<file path="config.mk">
export PLATFORM = sky130hd
export DESIGN_NAME = gpio_coex_uart_pin_mux
export DESIGN_NICKNAME = d
export VERILOG_FILES = /design/src/verilog/pin_mux_pkg.sv /design/src/verilog/pin_pad_cell.sv /design/src/verilog/strap_capture.sv /design/src/verilog/gpio_coex_uart_pin_mux.sv
export SDC_FILE = /design/constraint.sdc
export NUM_CORES = 1
export LEC_CHECK = 0
export BUFFER_PORTS_ARGS = -buffer_cell sky130_fd_sc_hd__buf_2
export CAP_MARGIN = 25
export CORE_UTILIZATION = 40
export CTS_CLUSTER_DIAMETER = 80
export CTS_CLUSTER_SIZE = 10
export DETAILED_ROUTE_END_ITERATION = 6
export PLACE_DENSITY = 0.78
export SLEW_MARGIN = 20
export SYNTH_ARGS = -nofsm -noshare
export SYNTH_HDL_FRONTEND = slang
export SYNTH_HIERARCHICAL = 1
export SYNTH_SLANG_ARGS = --single-unit
</file>
<file path="constraint.sdc">
create_clock -name pclk -period 1.2 [get_ports pclk]
set_input_delay 0.06 -clock pclk [delete_from_list [all_inputs] [get_ports pclk]]
set_output_delay 0.06 -clock pclk [all_outputs]
set_load 0.005 [all_outputs]
</file>
<file path="src/verilog/pin_mux_pkg.sv">
package pin_mux_pkg;

  localparam int unsigned ADDR_W      = 12;
  localparam int unsigned DATA_W      = 32;
  localparam int unsigned PIN_W       = 6;
  localparam int unsigned COEX_W      = 3;

  // Pin numbering follows the package balls; index 2 is not bonded out
  localparam logic [PIN_W-1:0] PIN_IMPL_MASK = 6'h3B;
  localparam int unsigned PIN_STRAP   = 0;
  localparam int unsigned PIN_FREQ    = 1;
  localparam int unsigned PIN_COEX_LO = 3;

  // Register byte addresses
  localparam logic [ADDR_W-1:0] ADDR_OUT      = 12'h000;
  localparam logic [ADDR_W-1:0] ADDR_DIR      = 12'h004;
  localparam logic [ADDR_W-1:0] ADDR_PULL_EN  = 12'h008;
  localparam logic [ADDR_W-1:0] ADDR_PULL_UP  = 12'h00C;
  localparam logic [ADDR_W-1:0] ADDR_IN       = 12'h010;
  localparam logic [ADDR_W-1:0] ADDR_FUNC     = 12'h014;
  localparam logic [ADDR_W-1:0] ADDR_STATUS   = 12'h018;

  // Function select fields
  localparam int unsigned FUNC_COEX_GPIO = 0;
  localparam int unsigned FUNC_FREQ_OUT  = 1;
  localparam int unsigned FUNC_UART_EN   = 2;
  localparam int unsigned FUNC_W         = 3;

  // Status fields
  localparam int unsigned STAT_SPI_MODE  = 0;
  localparam int unsigned STAT_STRAP_OK  = 1;

  // Reset values
  localparam logic [PIN_W-1:0]  RST_PINS = 6'h00;
  localparam logic [FUNC_W-1:0] RST_FUNC = 3'h0;
  localparam logic [DATA_W-1:0] RST_DATA = 32'h0000_0000;

  typedef enum logic [2:0] {
    REG_OUT     = 3'h0,
    REG_DIR     = 3'h1,
    REG_PULL_EN = 3'h3,
    REG_PULL_UP = 3'h2,
    REG_IN      = 3'h6,
    REG_FUNC    = 3'h7,
    REG_STATUS  = 3'h5,
    REG_NONE    = 3'h4
  } reg_sel_t;

  typedef enum logic [1:0] {
    STRAP_WAIT = 2'b00,
    STRAP_HELD = 2'b01
  } strap_state_t;

endpackage

</file>
<file path="src/verilog/pin_pad_cell.sv">
`timescale 1ns/1ps
module pin_pad_cell
  import pin_mux_pkg::*;
(
  input  wire logic implemented,
  input  wire logic gpio_out,
  input  wire logic gpio_dir_out,
  input  wire logic pull_en,
  input  wire logic pull_up_sel,
  input  wire logic alt_sel,
  input  wire logic alt_out,
  input  wire logic alt_oe,
  output logic      pad_out,
  output logic      pad_oe,
  output logic      pad_pu_en,
  output logic      pad_pd_en
);

  always_comb
  begin
    if (alt_sel)
    begin
      pad_out = alt_out;
      pad_oe  = alt_oe & implemented;
    end
    else
    begin
      pad_out = gpio_out;
      pad_oe  = gpio_dir_out & implemented;
    end
    pad_pu_en = implemented & pull_en & pull_up_sel;
    pad_pd_en = implemented & pull_en & ~pull_up_sel;
  end

endmodule

</file>
<file path="src/verilog/strap_capture.sv">
`timescale 1ns/1ps
module strap_capture
  import pin_mux_pkg::*;
(
  input  wire logic pclk,
  input  wire logic presetn,
  input  wire logic strap_pin,
  output logic      spi_mode,
  output logic      captured
);

  typedef struct packed {
    strap_state_t st;
    logic         level;
  } strap_regs_t;

  strap_regs_t s_q;
  strap_regs_t s_d;

  // Level is caught on the first edge after release, never by the reset itself
  always_comb
  begin
    s_d = s_q;
    case (s_q.st)
      STRAP_WAIT:
      begin
        s_d.level = strap_pin;
        s_d.st    = STRAP_HELD;
      end
      STRAP_HELD:
      begin
        s_d = s_q;
      end
      default:
      begin
        s_d.st = STRAP_WAIT;
      end
    endcase
  end

  always_ff @(posedge pclk or negedge presetn)
  begin
    if (!presetn)
      s_q <= '{st: STRAP_WAIT, level: 1'b0};
    else
      s_q <= s_d;
  end

  assign spi_mode = s_q.level;
  assign captured = (s_q.st == STRAP_HELD);

endmodule

</file>
<file path="src/verilog/gpio_coex_uart_pin_mux.sv">
// Contract
// - Five general-purpose pins connect external devices under software control.
// - After reset every general-purpose pin is high impedance until configured; pins 3 to 5 instead follow coexistence_pin_function_oe.
// - Software sets each pin as input or output via a control register.
// - Software enables an internal pull-up or pull-down on each pin.
// - Pin 0 level is sampled as strap choosing SD-style or SPI host mode.
// - Pins 3, 4 and 5 perform the coexistence function after reset.
// - Software can switch pins 3, 4 and 5 to ordinary general-purpose behaviour.
// - Pin 1 is plain general-purpose after reset; software may route frequency signal.
// - Debug serial port on test-access pins is off unless software selects it.
// - Selected debug serial takes receive from data-in, drives transmit on data-out.
`timescale 1ns/1ps
module gpio_coex_uart_pin_mux
  import pin_mux_pkg::*;
(
  input  wire logic                pclk,
  input  wire logic                presetn,
  input  wire logic                psel,
  input  wire logic                penable,
  input  wire logic                pwrite,
  input  wire logic [ADDR_W-1:0]   paddr,
  input  wire logic [DATA_W-1:0]   pwdata,
  input  wire logic [3:0]          pstrb,
  output logic      [DATA_W-1:0]   prdata,
  output logic                     pready,
  output logic                     pslverr,
  input  wire logic [PIN_W-1:0]    gpio_pin_in,
  output logic      [PIN_W-1:0]    gpio_pin_out,
  output logic      [PIN_W-1:0]    gpio_pin_oe,
  output logic      [PIN_W-1:0]    gpio_pull_up_en,
  output logic      [PIN_W-1:0]    gpio_pull_dn_en,
  input  wire logic [COEX_W-1:0]   coexistence_pin_function_out,
  input  wire logic [COEX_W-1:0]   coexistence_pin_function_oe,
  output logic      [COEX_W-1:0]   coexistence_pin_function_in,
  input  wire logic                coex_frequency_signal,
  output logic                     host_spi_mode,
  output logic                     host_mode_valid,
  input  wire logic                test_data_in_pin,
  output logic                     test_data_out_pin,
  output logic                     test_data_out_oe,
  output logic                     scan_tdi,
  input  wire logic                scan_tdo,
  input  wire logic                scan_tdo_oe,
  input  wire logic                debug_uart_tx,
  output logic                     debug_uart_rx
);

  typedef struct packed {
    logic [PIN_W-1:0]  out;
    logic [PIN_W-1:0]  dir;
    logic [PIN_W-1:0]  pull_en;
    logic [PIN_W-1:0]  pull_up;
    logic [PIN_W-1:0]  pin_in;
    logic [FUNC_W-1:0] func;
    logic [DATA_W-1:0] rdata;
    logic              err;
  } regs_t;

  regs_t r_q;
  regs_t r_d;

  logic [PIN_W-1:0] alt_sel;
  logic [PIN_W-1:0] alt_out;
  logic [PIN_W-1:0] alt_oe;
  logic             strap_spi;
  logic             strap_done;
  logic             setup_phase;
  logic             access_phase;
  reg_sel_t         rd_sel;
  reg_sel_t         wr_sel;
  logic [DATA_W-1:0] rd_word;

  // Shared address decode for the read and write paths
  function automatic reg_sel_t decode_reg(input logic [ADDR_W-1:0] a);
    reg_sel_t s;
    case (a)
      ADDR_OUT:     s = REG_OUT;
      ADDR_DIR:     s = REG_DIR;
      ADDR_PULL_EN: s = REG_PULL_EN;
      ADDR_PULL_UP: s = REG_PULL_UP;
      ADDR_IN:      s = REG_IN;
      ADDR_FUNC:    s = REG_FUNC;
      ADDR_STATUS:  s = REG_STATUS;
      default:      s = REG_NONE;
    endcase
    return s;
  endfunction

  // Only lane 0 carries live bits; other lanes are ignored
  function automatic logic [PIN_W-1:0] merge_pins(
    input logic [PIN_W-1:0]  old,
    input logic [DATA_W-1:0] wd,
    input logic              lane0
  );
    logic [PIN_W-1:0] v;
    v = lane0 ? (wd[PIN_W-1:0] & PIN_IMPL_MASK) : old;
    return v;
  endfunction

  assign setup_phase  = psel & ~penable;
  assign access_phase = psel & penable;
  assign rd_sel       = decode_reg(paddr);
  assign wr_sel       = decode_reg(paddr);

  // Read word is formed in setup and held in a flop for the access phase
  always_comb
  begin
    rd_word = RST_DATA;
    case (rd_sel)
      REG_OUT:
      begin
        rd_word[PIN_W-1:0] = r_q.out;
      end
      REG_DIR:
      begin
        rd_word[PIN_W-1:0] = r_q.dir;
      end
      REG_PULL_EN:
      begin
        rd_word[PIN_W-1:0] = r_q.pull_en;
      end
      REG_PULL_UP:
      begin
        rd_word[PIN_W-1:0] = r_q.pull_up;
      end
      REG_IN:
      begin
        rd_word[PIN_W-1:0] = r_q.pin_in;
      end
      REG_FUNC:
      begin
        rd_word[FUNC_W-1:0] = r_q.func;
      end
      REG_STATUS:
      begin
        rd_word[STAT_SPI_MODE] = strap_spi;
        rd_word[STAT_STRAP_OK] = strap_done;
      end
      default:
      begin
        rd_word = RST_DATA;
      end
    endcase
  end

  always_comb
  begin
    r_d = r_q;
    r_d.pin_in = gpio_pin_in & PIN_IMPL_MASK;
    if (setup_phase)
    begin
      r_d.rdata = pwrite ? RST_DATA : rd_word;
      r_d.err   = (rd_sel == REG_NONE);
    end
    if (access_phase && pwrite)
    begin
      case (wr_sel)
        REG_OUT:
        begin
          r_d.out = merge_pins(r_q.out, pwdata, pstrb[0]);
        end
        REG_DIR:
        begin
          r_d.dir = merge_pins(r_q.dir, pwdata, pstrb[0]);
        end
        REG_PULL_EN:
        begin
          r_d.pull_en = merge_pins(r_q.pull_en, pwdata, pstrb[0]);
        end
        REG_PULL_UP:
        begin
          r_d.pull_up = merge_pins(r_q.pull_up, pwdata, pstrb[0]);
        end
        REG_FUNC:
        begin
          if (pstrb[0])
          begin
            r_d.func = pwdata[FUNC_W-1:0];
          end
        end
        default:
        begin
          r_d.func = r_q.func;
        end
      endcase
    end
  end

  // GPIO drivers and pulls off at reset; coexistence enables still drive pins 3 to 5
  always_ff @(posedge pclk or negedge presetn)
  begin
    if (!presetn)
    begin
      r_q.out     <= RST_PINS;
      r_q.dir     <= RST_PINS;
      r_q.pull_en <= RST_PINS;
      r_q.pull_up <= RST_PINS;
      r_q.pin_in  <= RST_PINS;
      r_q.func    <= RST_FUNC;
      r_q.rdata   <= RST_DATA;
      r_q.err     <= 1'b0;
    end
    else
    begin
      r_q <= r_d;
    end
  end

  // Zero-wait slave: answer lands in the first access cycle
  assign pready  = access_phase;
  assign prdata  = r_q.rdata;
  assign pslverr = access_phase & r_q.err;

  strap_capture u_strap (
    .pclk      (pclk),
    .presetn   (presetn),
    .strap_pin (gpio_pin_in[PIN_STRAP]),
    .spi_mode  (strap_spi),
    .captured  (strap_done)
  );

  assign host_spi_mode   = strap_spi;
  assign host_mode_valid = strap_done;

  // Alternate function routing per pin
  always_comb
  begin
    alt_sel = RST_PINS;
    alt_out = RST_PINS;
    alt_oe  = RST_PINS;
    // coexistence default on pins 3 to 5
    alt_sel[PIN_COEX_LO +: COEX_W] = {COEX_W{~r_q.func[FUNC_COEX_GPIO]}};
    alt_out[PIN_COEX_LO +: COEX_W] = coexistence_pin_function_out;
    alt_oe[PIN_COEX_LO +: COEX_W]  = coexistence_pin_function_oe;
    alt_sel[PIN_FREQ] = r_q.func[FUNC_FREQ_OUT];
    alt_out[PIN_FREQ] = coex_frequency_signal;
    alt_oe[PIN_FREQ]  = 1'b1;
  end

  // Coexistence logic sees idle low inputs once the pins are given to software
  assign coexistence_pin_function_in =
    gpio_pin_in[PIN_COEX_LO +: COEX_W] & alt_sel[PIN_COEX_LO +: COEX_W];

  genvar gi;
  generate
    for (gi = 0; gi < PIN_W; gi++)
    begin : g_pad
      pin_pad_cell u_pad (
        .implemented  (PIN_IMPL_MASK[gi]),
        .gpio_out     (r_q.out[gi]),
        .gpio_dir_out (r_q.dir[gi]),
        .pull_en      (r_q.pull_en[gi]),
        .pull_up_sel  (r_q.pull_up[gi]),
        .alt_sel      (alt_sel[gi]),
        .alt_out      (alt_out[gi]),
        .alt_oe       (alt_oe[gi]),
        .pad_out      (gpio_pin_out[gi]),
        .pad_oe       (gpio_pin_oe[gi]),
        .pad_pu_en    (gpio_pull_up_en[gi]),
        .pad_pd_en    (gpio_pull_dn_en[gi])
      );
    end
  endgenerate

  // Test-access pins: scan logic keeps them unless the debug port is chosen
  always_comb
  begin
    if (r_q.func[FUNC_UART_EN])
    begin
      debug_uart_rx     = test_data_in_pin;
      test_data_out_pin = debug_uart_tx;
      test_data_out_oe  = 1'b1;
      scan_tdi          = 1'b1;
    end
    else
    begin
      // Serial line idles high so the receiver sees no false start bit
      debug_uart_rx     = 1'b1;
      test_data_out_pin = scan_tdo;
      test_data_out_oe  = scan_tdo_oe;
      scan_tdi          = test_data_in_pin;
    end
  end

endmodule

</file>
==> results of run 1 <==
==> worst max-delay path, stage by stage (launching register included) <==
cell,delay [ns]
dfrtp_1,0.40
inv_2,0.07
buf_6,0.14
mux2_4,0.31
buf_6,0.11
==> layer usage <==
layer | vias up | share of wire (%) | track usage (%)
li1 | 987 | - | -
met1 | 975 | 42 | 25.6
met2 | 90 | 51 | 38.8
met3 | 11 | 5.3 | 4.82
met4 | 0 | 1.6 | 7.36
met5 | - | 0 | 0
==> final timing paths <==
| check | slack, ns | start | end |
|---|---|---|---|
| min in group asynchronous | 0.34 | presetn | r_q[52] |
| worst min register to register | 0.47 | prdata[1] | prdata[1] |
| worst max-delay path | -0.20 | r_q[33] | gpio_pin_out[4] |
| max in group asynchronous | 0.49 | presetn | r_q[35] |
| worst min-delay path | 0.04 | pwdata[3] | r_q[57] |
| worst max register to register | -0.07 | r_q[53] | prdata[5] |
==> timing repair <==
| action | in CTS | in global routing |
|---|---|---|
| hold endpoints to repair | 43 | 0 |
| pin swaps | 10 | 7 |
| gates resized for setup | 32 | 20 |
| setup buffers | 5 | 0 |
| endpoints found under the setup margin | 39 | 44 |
| hold buffers | 7 | 0 |
==> logic make-up (layout without fill, tap and decap cells) <==
kind of cell,after synthesis,after routing,share of synthesized area (%)
simple gates,70,70,18.0
compound gates,22,22,7.39
flops,37,37,40.2
xor+xnor,1,1,0.380
other cells,3,60,0.489
buf+inv,40,138,11.8
mux,43,43,21.7
==> final cells by class <==
type | count | area, um^2 | area share [%]
clock buffers | 6 | 82.6 | 2.36
clock inverters | 2 | 13.8 | 0.394
inverters | 3 | 11.3 | 0.322
multi-input cells | 196 | 1520 | 43.4
flip-flops and latches | 37 | 927 | 26.5
well taps | 72 | 90.1 | 2.58
repair buffers | 127 | 855 | 24.4
==> power breakdown <==
group | leakage, nW | total, mW | internal [mW] | switching, mW
logic | 1.31 | 0.437 | 0.215 | 0.222
clock network | 0.0512 | 0.948 | 0.466 | 0.482
registers | 0.494 | 1.27 | 1.26 | 0.00888
total | 1.85 | 2.65 | 1.94 | 0.713
==> cell usage after synthesis <==
cell,number
a2111oi_0,1
a21oi_1,2
a221oi_1,1
a222oi_1,3
a22o_1,1
a2bb2oi_1,2
a32oi_1,1
a41oi_1,3
and2_0,1
and2_1,4
and3_1,7
buf_2,1
buf_4,32
clkbuf_1,4
conb_1,3
dfrtp_1,37
inv_1,3
mux2_2,28
mux2_4,7
mux2i_1,8
nand2_1,12
nand2b_1,2
nand3_1,3
nand3_2,2
nand3b_1,2
nand4_1,3
nand4b_1,1
nor2_1,11
nor2b_1,12
nor3_4,1
nor4_1,1
nor4_2,1
nor4b_1,1
o21ai_0,5
o21ba_2,1
o31ai_1,1
o41ai_1,1
or2_2,3
or3_1,1
or3b_2,1
or4_4,1
xnor2_1,1
==> flip-flops by register name (all words and copies together) (netlist names) <==
name	count
alt_sel	1
r_q	28
u_strap/s_q	1
prdata	6
u_strap/spi_mode	1
==> placed cells by master, fill, tap and decap left out, types with 2 or more instances in the layout <==
master	instances
buf_2	69
nand2_1	9
mux2i_1	8
nand3b_1	2
and2_1	4
nand2b_1	2
inv_1	2
and3_1	7
nor2b_1	12
a41oi_2	3
dfrtp_1	36
mux2_2	21
mux2_4	14
nand2_2	3
dlygate4sd3_1	7
a222oi_1	3
buf_6	15
o21ai_1	4
or2_4	2
nor2_1	9
buf_4	36
clkbuf_8	6
nand4_1	3
nand3_4	4
conb_1	60
==> flow_summary_export.csv, run 1 <==
group,metric,value,unit
setup_path,timing.critical_path.fanout_max,6,
global_routing,grt_first_pass_wirelength,10000,um
setup_path,reg2reg_depth,3,
clock_network,clockBufferDepth,2,
power_and_ir_drop,p_leak,1.85,nW
timing,grt_setup_unrepaired,"yes",
global_routing,gr-total-overflow,0,
clock_network,cts_sinks,37,
drt,drc,0,
drt,drt-initial-drc-count,119,
synthesis,synth.distinct_cells,42,
synthesis,yosys.area.top_type,"dfrtp_1",
timing,period_share,116,%
clock_network,cts.clk_slew.worst_paths,0.08,ns
place,post-place-ws,-0.560,ns
cells_and_area,final_cell_count_no_fill,443,
clock_network,cts_tree,"done",
power_and_ir_drop,ir_drop,0.621,mV
cells_and_area,fin_util,63.1,%
status,violations,"negative setup slack",
global_routing,grt_util_all_layers,21.7,%
cells_and_area,fill_cells,453,
setup_path,cp-start-kind,"flop",
floorplanning,initial_core_util,41.6,%
synthesis,syn_area,2300,um^2
power_and_ir_drop,total_power,2.65,mW
synthesis,synth-seq-cells,37,
power_and_ir_drop,power_density,759,nW/um^2
timing,skew,0.00320,ns
global_routing,antenna_found_initial,0,
synthesis,synth_top_area_share,40.2,%
synthesis,synthCells,216,
cells_and_area,nets,440,
drt,routed_via_density,4.66,
timing,finalHoldViolations,0,
job,cap_viol_max_count,0,
global_routing,grt_pass1_vias,2066,
synthesis,yosysWarnings,6,
floorplanning,die_h,77.9,um
setup_path,cp.required,1.14,ns
synthesis,syn_area_per_cell,10.7,um^2
hold_path,min_path_cells,2,
setup_path,end_kind,"output pin",
timing,worst_slack,-0.197,ns
clock_network,cts_made_buffers,5,
drt,dr.pass1.iters,4,
cells_and_area,drive_gt1_share,52.0,%
floorplanning,die_area,6070,um^2
drt,drtAntennaViolNets,0,
synthesis,synthTopCellsByArea,"dfrtp_1, mux2_2, buf_4",
timing,finalMaxSlewViolations,0,
floorplanning,num_rows,27,
place,place_hpwl,4450,um
place,place_congestion,0.814,
timing,setup_violations,33,
place,io_buffers,76,
floorplanning,die_w,77.9,um
clock_network,clockRootBuffer,"clkbuf_8",
clock_network,clk-insertion-delay-late,0.30,ns
global_routing,grt_max_degree,38,
floorplanning,ioPinCount,137,
timing,tns,-3.99,ns
clock_network,cts_max_level,2,
status,outcome,"finished with violations",
synthesis,seq_area_frac_synth,40.2,%
place,dp.cells,424,
hold_path,hold_path.class,"in2reg",
drt,routed_wl,6310,um
place,placed_area,3050,um^2
drt,wl_per_cell,14.2,um
timing,min_period,1.40,ns
floorplanning,core-area,5540,um^2
setup_path,path_class,"reg2out",
timing,fmaxAchievable,0.716,GHz
cells_and_area,finalInstanceArea,3500,um^2
timing,hold_slack,0.0408,ns
setup_path,cp.arrival,1.34,ns
cells_and_area,areaGrowthSynthToFinish,51.8,%
drt,vias,2063,
cells_and_area,antennaDiodeCount,0,
(Power assumes the default switching activity.)
==> inputs of run 2 (changes only) <==
--- a/config.mk
+++ b/config.mk
@@ -15,5 +15,4 @@
 export SLEW_MARGIN = 20
 export SYNTH_ARGS = -nofsm -noshare
 export SYNTH_HDL_FRONTEND = slang
-export SYNTH_HIERARCHICAL = 1
 export SYNTH_SLANG_ARGS = --single-unit
==> flow_summary_export.csv, run 2 <==
group,metric,value,unit
status,outcome,"finished with violations",
status,violations,"negative setup slack",
power_and_ir_drop,p_sw_share,24.6,%
cells_and_area,nets,389,
drt,routed_wl,5850,um
clock_network,cts_tree,"done",
power_and_ir_drop,ir_drop,0.600,mV
power_and_ir_drop,total_power,2.51,mW
floorplanning,initial_core_util,41.8,%
job,cap_viol_max_count,0,
drt,drc,0,
timing,finalHoldViolations,0,
floorplanning,die_h,78.1,um
drt,vias,1861,
setup_path,cp-start-kind,"input port",
synthesis,yosys.area.top_type,"dfrtp_1",
timing,setup_violations,40,
clock_network,cts_sinks,37,
drt,dr.pass1.iters,4,
cells_and_area,finalInstanceArea,3110,um^2
synthesis,synth-main-ff-cell,"dfrtp_1",
synthesis,synth-xor-area-share,0.378,%
global_routing,grt_util_all_layers,19.9,%
clock_network,cts_made_buffers,5,
timing,grt_setup_unrepaired,"yes",
hold_path,hold_path.class,"in2reg",
cells_and_area,layout.cells.most_common,"buf_2",
timing,finalMaxSlewViolations,0,
timing,worst_slack,-0.257,ns
drt,wl_per_cell,15.0,um
place,place_hpwl,4110,um
cells_and_area,fill_cells,485,
drt,drt-initial-drc-count,90,
synthesis,async_reset_ff_share,100,%
cells_and_area,areaGrowthSynthToFinish,34.5,%
synthesis,synth-seq-cells,37,
power_and_ir_drop,comb_power_share,14.0,%
clock_network,clk-insertion-delay-late,0.28,ns
clock_network,clockBufferDepth,2,
place,place_congestion,0.889,
floorplanning,die_w,78.1,um
timing,fmaxAchievable,0.686,GHz
timing,min_period,1.46,ns
power_and_ir_drop,p_int,1.89,mW
synthesis,yosysWarnings,0,
setup_path,r2r_start,"r_q[42]",
global_routing,grt_pass1_vias,1900,
timing,skew,0.00258,ns
floorplanning,core-area,5540,um^2
global_routing,gr-total-overflow,0,
synthesis,synth.distinct_cells,40,
power_and_ir_drop,seq_power_share,50.8,%
floorplanning,die_area,6090,um^2
synthesis,syn_area,2310,um^2
cells_and_area,drive_gt1_share,55.2,%
floorplanning,num_rows,27,
setup_path,reg2reg_depth,3,
hold_path,min_path_cells,2,
cells_and_area,largest_reg_flops,28,
floorplanning,ioPinCount,137,
synthesis,synth_top_family_by_area,"buffers and inverters",
cells_and_area,largest_register,"r_q",
setup_path,end_kind,"flop",
place,io_buffers,76,
drt,routed_via_density,4.76,
setup_path,slowest_stage,"or4_4",
clock_network,cts_max_level,2,
synthesis,synthCells,226,
synthesis,synthTopCellsByCount,"buf_4, dfrtp_1, mux2_2",
setup_path,cp.arrival,1.63,ns
cells_and_area,final_cell_mix,"buf_2, dfrtp_1, conb_1",
global_routing,antenna_found_initial,0,
timing,tns,-5.01,ns
synthesis,synth.mux.area_fraction,17.2,%
power_and_ir_drop,pwr-share-clk,35.2,%
power_and_ir_drop,power_density,807,nW/um^2
synthesis,synthTopCellsByArea,"dfrtp_1, buf_4, mux2_2",
setup_path,slowest_delay,0.58,ns
drt,drtAntennaViolNets,0,
cells_and_area,final_cell_count_no_fill,391,
global_routing,grt_max_degree,38,
setup_path,path_class,"in2reg",
clock_network,cts.clk_slew.worst_paths,0.07,ns
setup_path,timing.critical_path.fanout_max,4,
timing,period_share,121,%
synthesis,synth_edf_count,0,
synthesis,synth_most_common_cell,"buf_4",
hold_path,hp-start,"pwdata[2]",
place,dp.cells,372,
setup_path,worstPathCellList,"buf_6 > or4_4 > or3_4 > nor3_4 > mux2_2",
place,placed_area,2680,um^2
synthesis,syn_area_per_cell,10.2,um^2
synthesis,seq_area_frac_synth,40.0,%
synthesis,synth_top_area_share,40.0,%
cells_and_area,antennaDiodeCount,0,
setup_path,r2r_slack,-0.06,ns
synthesis,synth-compound-area-share,6.86,%
global_routing,grt_first_pass_wirelength,9300,um
setup_path,rr_endpoint,"prdata[0]",
hold_path,min_to,"r_q[35]",
synthesis,yosys.area_share.simple,15.5,%
power_and_ir_drop,p_leak,1.62,nW
timing,hold_slack,0.0207,ns
clock_network,clockRootBuffer,"clkbuf_8",
power_and_ir_drop,switching_power,0.618,mW
synthesis,synthAdderAreaFrac,0,%
setup_path,cp.required,1.37,ns
==> run 2: final cells by class <==
class / count / area, um^2 / share of cell area, %
well taps: 72 / 90.1 / 2.89
multi-input cells: 153 / 1220 / 39.3
inverters: 4 / 15.0 / 0.482
flip-flops and latches: 37 / 927 / 29.8
repair buffers: 118 / 772 / 24.8
clock buffers: 7 / 86.3 / 2.77
==> run 2: what timing repair did <==
| action | in CTS | in global routing |
|---|---|---|
| setup endpoints to repair | 42 | 42 |
| pin swaps | 7 | 7 |
| hold buffers | 6 | 0 |
| buffers inserted | 7 | 0 |
| endpoints found under the hold margin | 42 | 0 |
| resized for setup | 42 | 20 |
==> run 2: worst max-delay path by stage <==
stage,to,cells after the start,from
finish,alt_sel[1],5,paddr[10]
global route,alt_sel[1],5,paddr[10]
CTS,alt_sel[1],5,paddr[10]
detailed placement,r_q[57],6,paddr[10]
global placement,r_q[33],5,paddr[10]
floorplan,alt_sel[1],4,paddr[10]
==> run 2: metal layers <==
metal / vias to the layer above / wire length, um / global-route usage, %
li1: 873 / - / -
met1: 892 / 2550 / 25.6
met2: 90 / 2900 / 33.1
met3: 6 / 354 / 3.60
met4: 0 / 46 / 7.96
met5: - / 0 / 0
==> run 2: critical path, delay by kind of cell <==
family	cells	cell delay (ns)
buf+inv	1	0.09
mux	1	0.36
simple gates	3	1.12
==> run 2: kinds of logic after synthesis <==
kind of cell	count (synthesis)
buffers and inverters	65
and+or+nand+nor	64
DFF	37
muxes	35
AOI/OAI and AO/OA	22
other	2
xor gates and xnor gates	1
==> run 2: metrics by stage <==
stage	util (%)	worst slack, ns
6_report	56.2	-0.257
5_1_grt	56.2	-0.286
4_1_cts	54.9	-0.258
3_5_place_dp	48.4	-0.568
3_3_place_gp	48.4	-0.507
2_1_floorplan	-	-0.366
==> run 2: power by group through the flow <==
stage / clock, mW / combinational [mW] / sequential, mW
after floorplan: 0 / 0.193 / 1.30
after global placement: 0 / 0.296 / 1.30
after detailed placement: 0 / 0.300 / 1.30
after CTS: 0.879 / 0.333 / 1.28
after global routing: 0.960 / 0.388 / 1.28
final: 0.883 / 0.352 / 1.28
==> inputs of run 3 (changes only) <==
--- a/config.mk
+++ b/config.mk
@@ -5,13 +5,14 @@
 export SDC_FILE = /design/constraint.sdc
 export NUM_CORES = 1
 export LEC_CHECK = 0
+export ABC_AREA = 1
 export BUFFER_PORTS_ARGS = -buffer_cell sky130_fd_sc_hd__buf_2
 export CAP_MARGIN = 25
-export CORE_UTILIZATION = 40
+export CORE_UTILIZATION = 41
 export CTS_CLUSTER_DIAMETER = 80
 export CTS_CLUSTER_SIZE = 10
 export DETAILED_ROUTE_END_ITERATION = 6
-export PLACE_DENSITY = 0.78
+export PLACE_DENSITY = 0.77
 export SLEW_MARGIN = 20
 export SYNTH_ARGS = -nofsm -noshare
 export SYNTH_HDL_FRONTEND = slang
==> flow_summary_export.csv, run 3 <==
group,metric,value,unit
status,outcome,"finished with violations",
status,violations,"negative setup slack",
global_routing,grt_first_pass_wirelength,8760,um
cells_and_area,finalInstanceArea,3000,um^2
timing,skew,0.00393,ns
place,placed_area,2790,um^2
cells_and_area,largest_reg_flops,28,
setup_path,r2r_slack,0.06,ns
cells_and_area,nets,466,
drt,routed_via_density,4.47,
place,place_congestion,0.894,
synthesis,synth_edf_count,0,
hold_path,min_path_cells,3,
synthesis,synthTopCellsByArea,"dfrtp_1, buf_4, nand2_1",
drt,routed_wl,5430,um
cells_and_area,largest_register,"r_q",
setup_path,rr_endpoint,"prdata[0]",
power_and_ir_drop,power_density,832,nW/um^2
synthesis,synth-main-ff-cell,"dfrtp_1",
synthesis,seq_area_frac_synth,35.9,%
setup_path,critPathBufInv,1,
cells_and_area,fin_util,50.1,%
power_and_ir_drop,seq_power_share,51.0,%
cells_and_area,layout.cells.most_common,"buf_2",
clock_network,clockBufferDepth,2,
synthesis,async_reset_ff_share,100,%
setup_path,slowest_delay,0.44,ns
drt,drc,0,
clock_network,clk-insertion-delay-late,0.29,ns
power_and_ir_drop,p_leak,1.74,nW
setup_path,end_kind,"output pin",
timing,fmaxAchievable,0.789,GHz
drt,vias,2108,
global_routing,gr-total-overflow,0,
drt,drtAntennaViolNets,0,
timing,finalHoldViolations,0,
timing,grt_setup_unrepaired,"yes",
synthesis,synth-compound-area-share,6.11,%
setup_path,cp.arrival,1.21,ns
synthesis,yosysWarnings,0,
place,place_hpwl,4330,um
cells_and_area,final_cell_count_no_fill,472,
setup_path,cp.depth,2,
cells_and_area,fill_cells,598,
global_routing,antenna_found_initial,0,
hold_path,hold_path.class,"in2reg",
setup_path,cp-start-kind,"flop",
cells_and_area,multi_input_area,1170,um^2
synthesis,yosys.area_share.simple,31.7,%
global_routing,grt_util_all_layers,17.7,%
hold_path,hp-start,"pwdata[2]",
job,cap_viol_max_count,0,
power_and_ir_drop,switching_power,0.647,mW
setup_path,cp.required,1.14,ns
clock_network,cts_tree,"done",
synthesis,synthCells,325,
drt,dr.pass1.iters,4,
synthesis,synthTopCellsByCount,"nand2_1, buf_4, dfrtp_1",
synthesis,synthAdderAreaFrac,0,%
cells_and_area,areaGrowthSynthToFinish,16.3,%
floorplanning,die_h,81.3,um
synthesis,synth_top_area_share,35.9,%
drt,wl_per_cell,11.5,um
global_routing,grt_pass1_vias,1943,
power_and_ir_drop,ir_drop,0.578,mV
drt,drt-initial-drc-count,104,
cells_and_area,drive_gt1_share,35.5,%
timing,tns,-0.392,ns
synthesis,yosys.area.top_type,"dfrtp_1",
setup_path,slowest_stage,"dfrtp_2",
floorplanning,die_w,81.3,um
floorplanning,core-area,5990,um^2
floorplanning,num_rows,28,
global_routing,grt_max_degree,21,
power_and_ir_drop,p_sw_share,25.9,%
place,dp.cells,453,
clock_network,cts_max_level,2,
clock_network,clockRootBuffer,"clkbuf_8",
timing,hold_slack,0.0198,ns
floorplanning,initial_core_util,43.1,%
power_and_ir_drop,pwr-share-clk,37.4,%
timing,finalMaxSlewViolations,0,
synthesis,syn_area,2580,um^2
synthesis,synth-xor-area-share,0,%
setup_path,path_class,"reg2out",
clock_network,cts_sinks,37,
place,post-place-ws,-0.00471,ns
clock_network,cts_made_buffers,5,
synthesis,synth.mux.area_fraction,2.62,%
place,io_buffers,76,
floorplanning,ioPinCount,137,
timing,period_share,106,%
timing,worst_slack,-0.0678,ns
clock_network,cts.clk_slew.worst_paths,0.07,ns
setup_path,cp_top_family,"flip-flops",
synthesis,syn_area_per_cell,7.94,um^2
power_and_ir_drop,comb_power_share,11.6,%
setup_path,timing.critical_path.fanout_max,7,
power_and_ir_drop,total_power,2.50,mW
cells_and_area,seqCellArea,927,um^2
timing,min_period,1.27,ns
setup_path,r2r_start,"r_q[33]",
setup_path,reg2reg_depth,7,
synthesis,synth.distinct_cells,26,
cells_and_area,final_cell_mix,"buf_2, nand2_1, dfrtp_1",
hold_path,min_to,"r_q[35]",
setup_path,worstPathCellList,"mux2_2 > buf_2",
cells_and_area,antennaDiodeCount,0,
floorplanning,die_area,6620,um^2
power_and_ir_drop,p_int,1.85,mW
synthesis,synth_most_common_cell,"nand2_1",
synthesis,synth_top_family_by_area,"simple AND/OR/NAND/NOR gates",
synthesis,synth-seq-cells,37,
timing,setup_violations,7,
-- run 3: cell count changes after synthesis, moves of 6 or more --
| cell | delta |
|---|---|
| nand3_2 | +7 |
| inv_1 | +28 |
| nor2_1 | +15 |
| nand3_1 | +22 |
| nand2_1 | +58 |
| mux2_2 | -23 |
| inv_2 | +6 |
| o21ai_0 | +13 |
| nor2b_1 | -6 |
| and2_1 | -6 |
-- run 3: cell families after synthesis --
| family | after synthesis |
|---|---|
| buf+inv | 98 |
| compound gates | 29 |
| simple gates | 153 |
| mux | 6 |
| flops | 37 |
| other cells | 2 |
-- run 3: cell type report --
class	instances	share of cell area (%)
Inverter	39	4.96
Clock buffer	6	2.75
Clock inverter	2	0.459
Tap cell	75	3.13
Sequential cell	37	30.9
Timing Repair Buffer	94	18.8
Multi-Input combinational cell	219	39.1
-- run 3: worst reg2reg max path, stage by stage, from the launching register on --
cell     delay (ns)
dfrtp_2        0.46
buf_4          0.16
nand3_1        0.08
nand2_1        0.06
nor2_1         0.10
nand2_1        0.07
nand2_1        0.06
nand2_1        0.04
-- run 3: power by group through the flow --
stage / clock network (mW) / registers, mW / logic [mW]
floorplan: 0 / 1.30 / 0.207
global placement: 0 / 1.30 / 0.267
detailed placement: 0 / 1.30 / 0.274
CTS: 0.954 / 1.27 / 0.291
global route: 1.02 / 1.28 / 0.329
finish: 0.935 / 1.27 / 0.290
-- run 3: timing repair --
item | 4_1_cts | 5_1_grt
resized for setup | 2 | 7
setup buffers | 5 | 0
endpoints found under the setup margin | 11 | 14
hold buffers | 6 | 0
pin swaps | 0 | 1
hold endpoints to repair | 22 | 0
-- run 3: worst max path at each step --
stage | start | end | slack, ns
2_1_floorplan | r_q[33] | gpio_pin_oe[3] | 0.14
3_3_place_gp | paddr[7] | prdata[1] | 0.02
3_5_place_dp | paddr[7] | prdata[1] | -0.005
4_1_cts | r_q[33] | gpio_pin_oe[5] | -0.07
5_1_grt | r_q[33] | gpio_pin_oe[5] | -0.12
6_report | r_q[33] | gpio_pin_out[5] | -0.07
-- run 3: layer usage --
layer | track usage [%] | wire length (um) | vias to the layer above
li1 | - | - | 1069
met1 | 21.0 | 2200 | 955
met4 | 3.21 | 55 | 0
met3 | 5.28 | 386 | 6
met2 | 31.6 | 2780 | 78
met5 | 0 | 0 | -
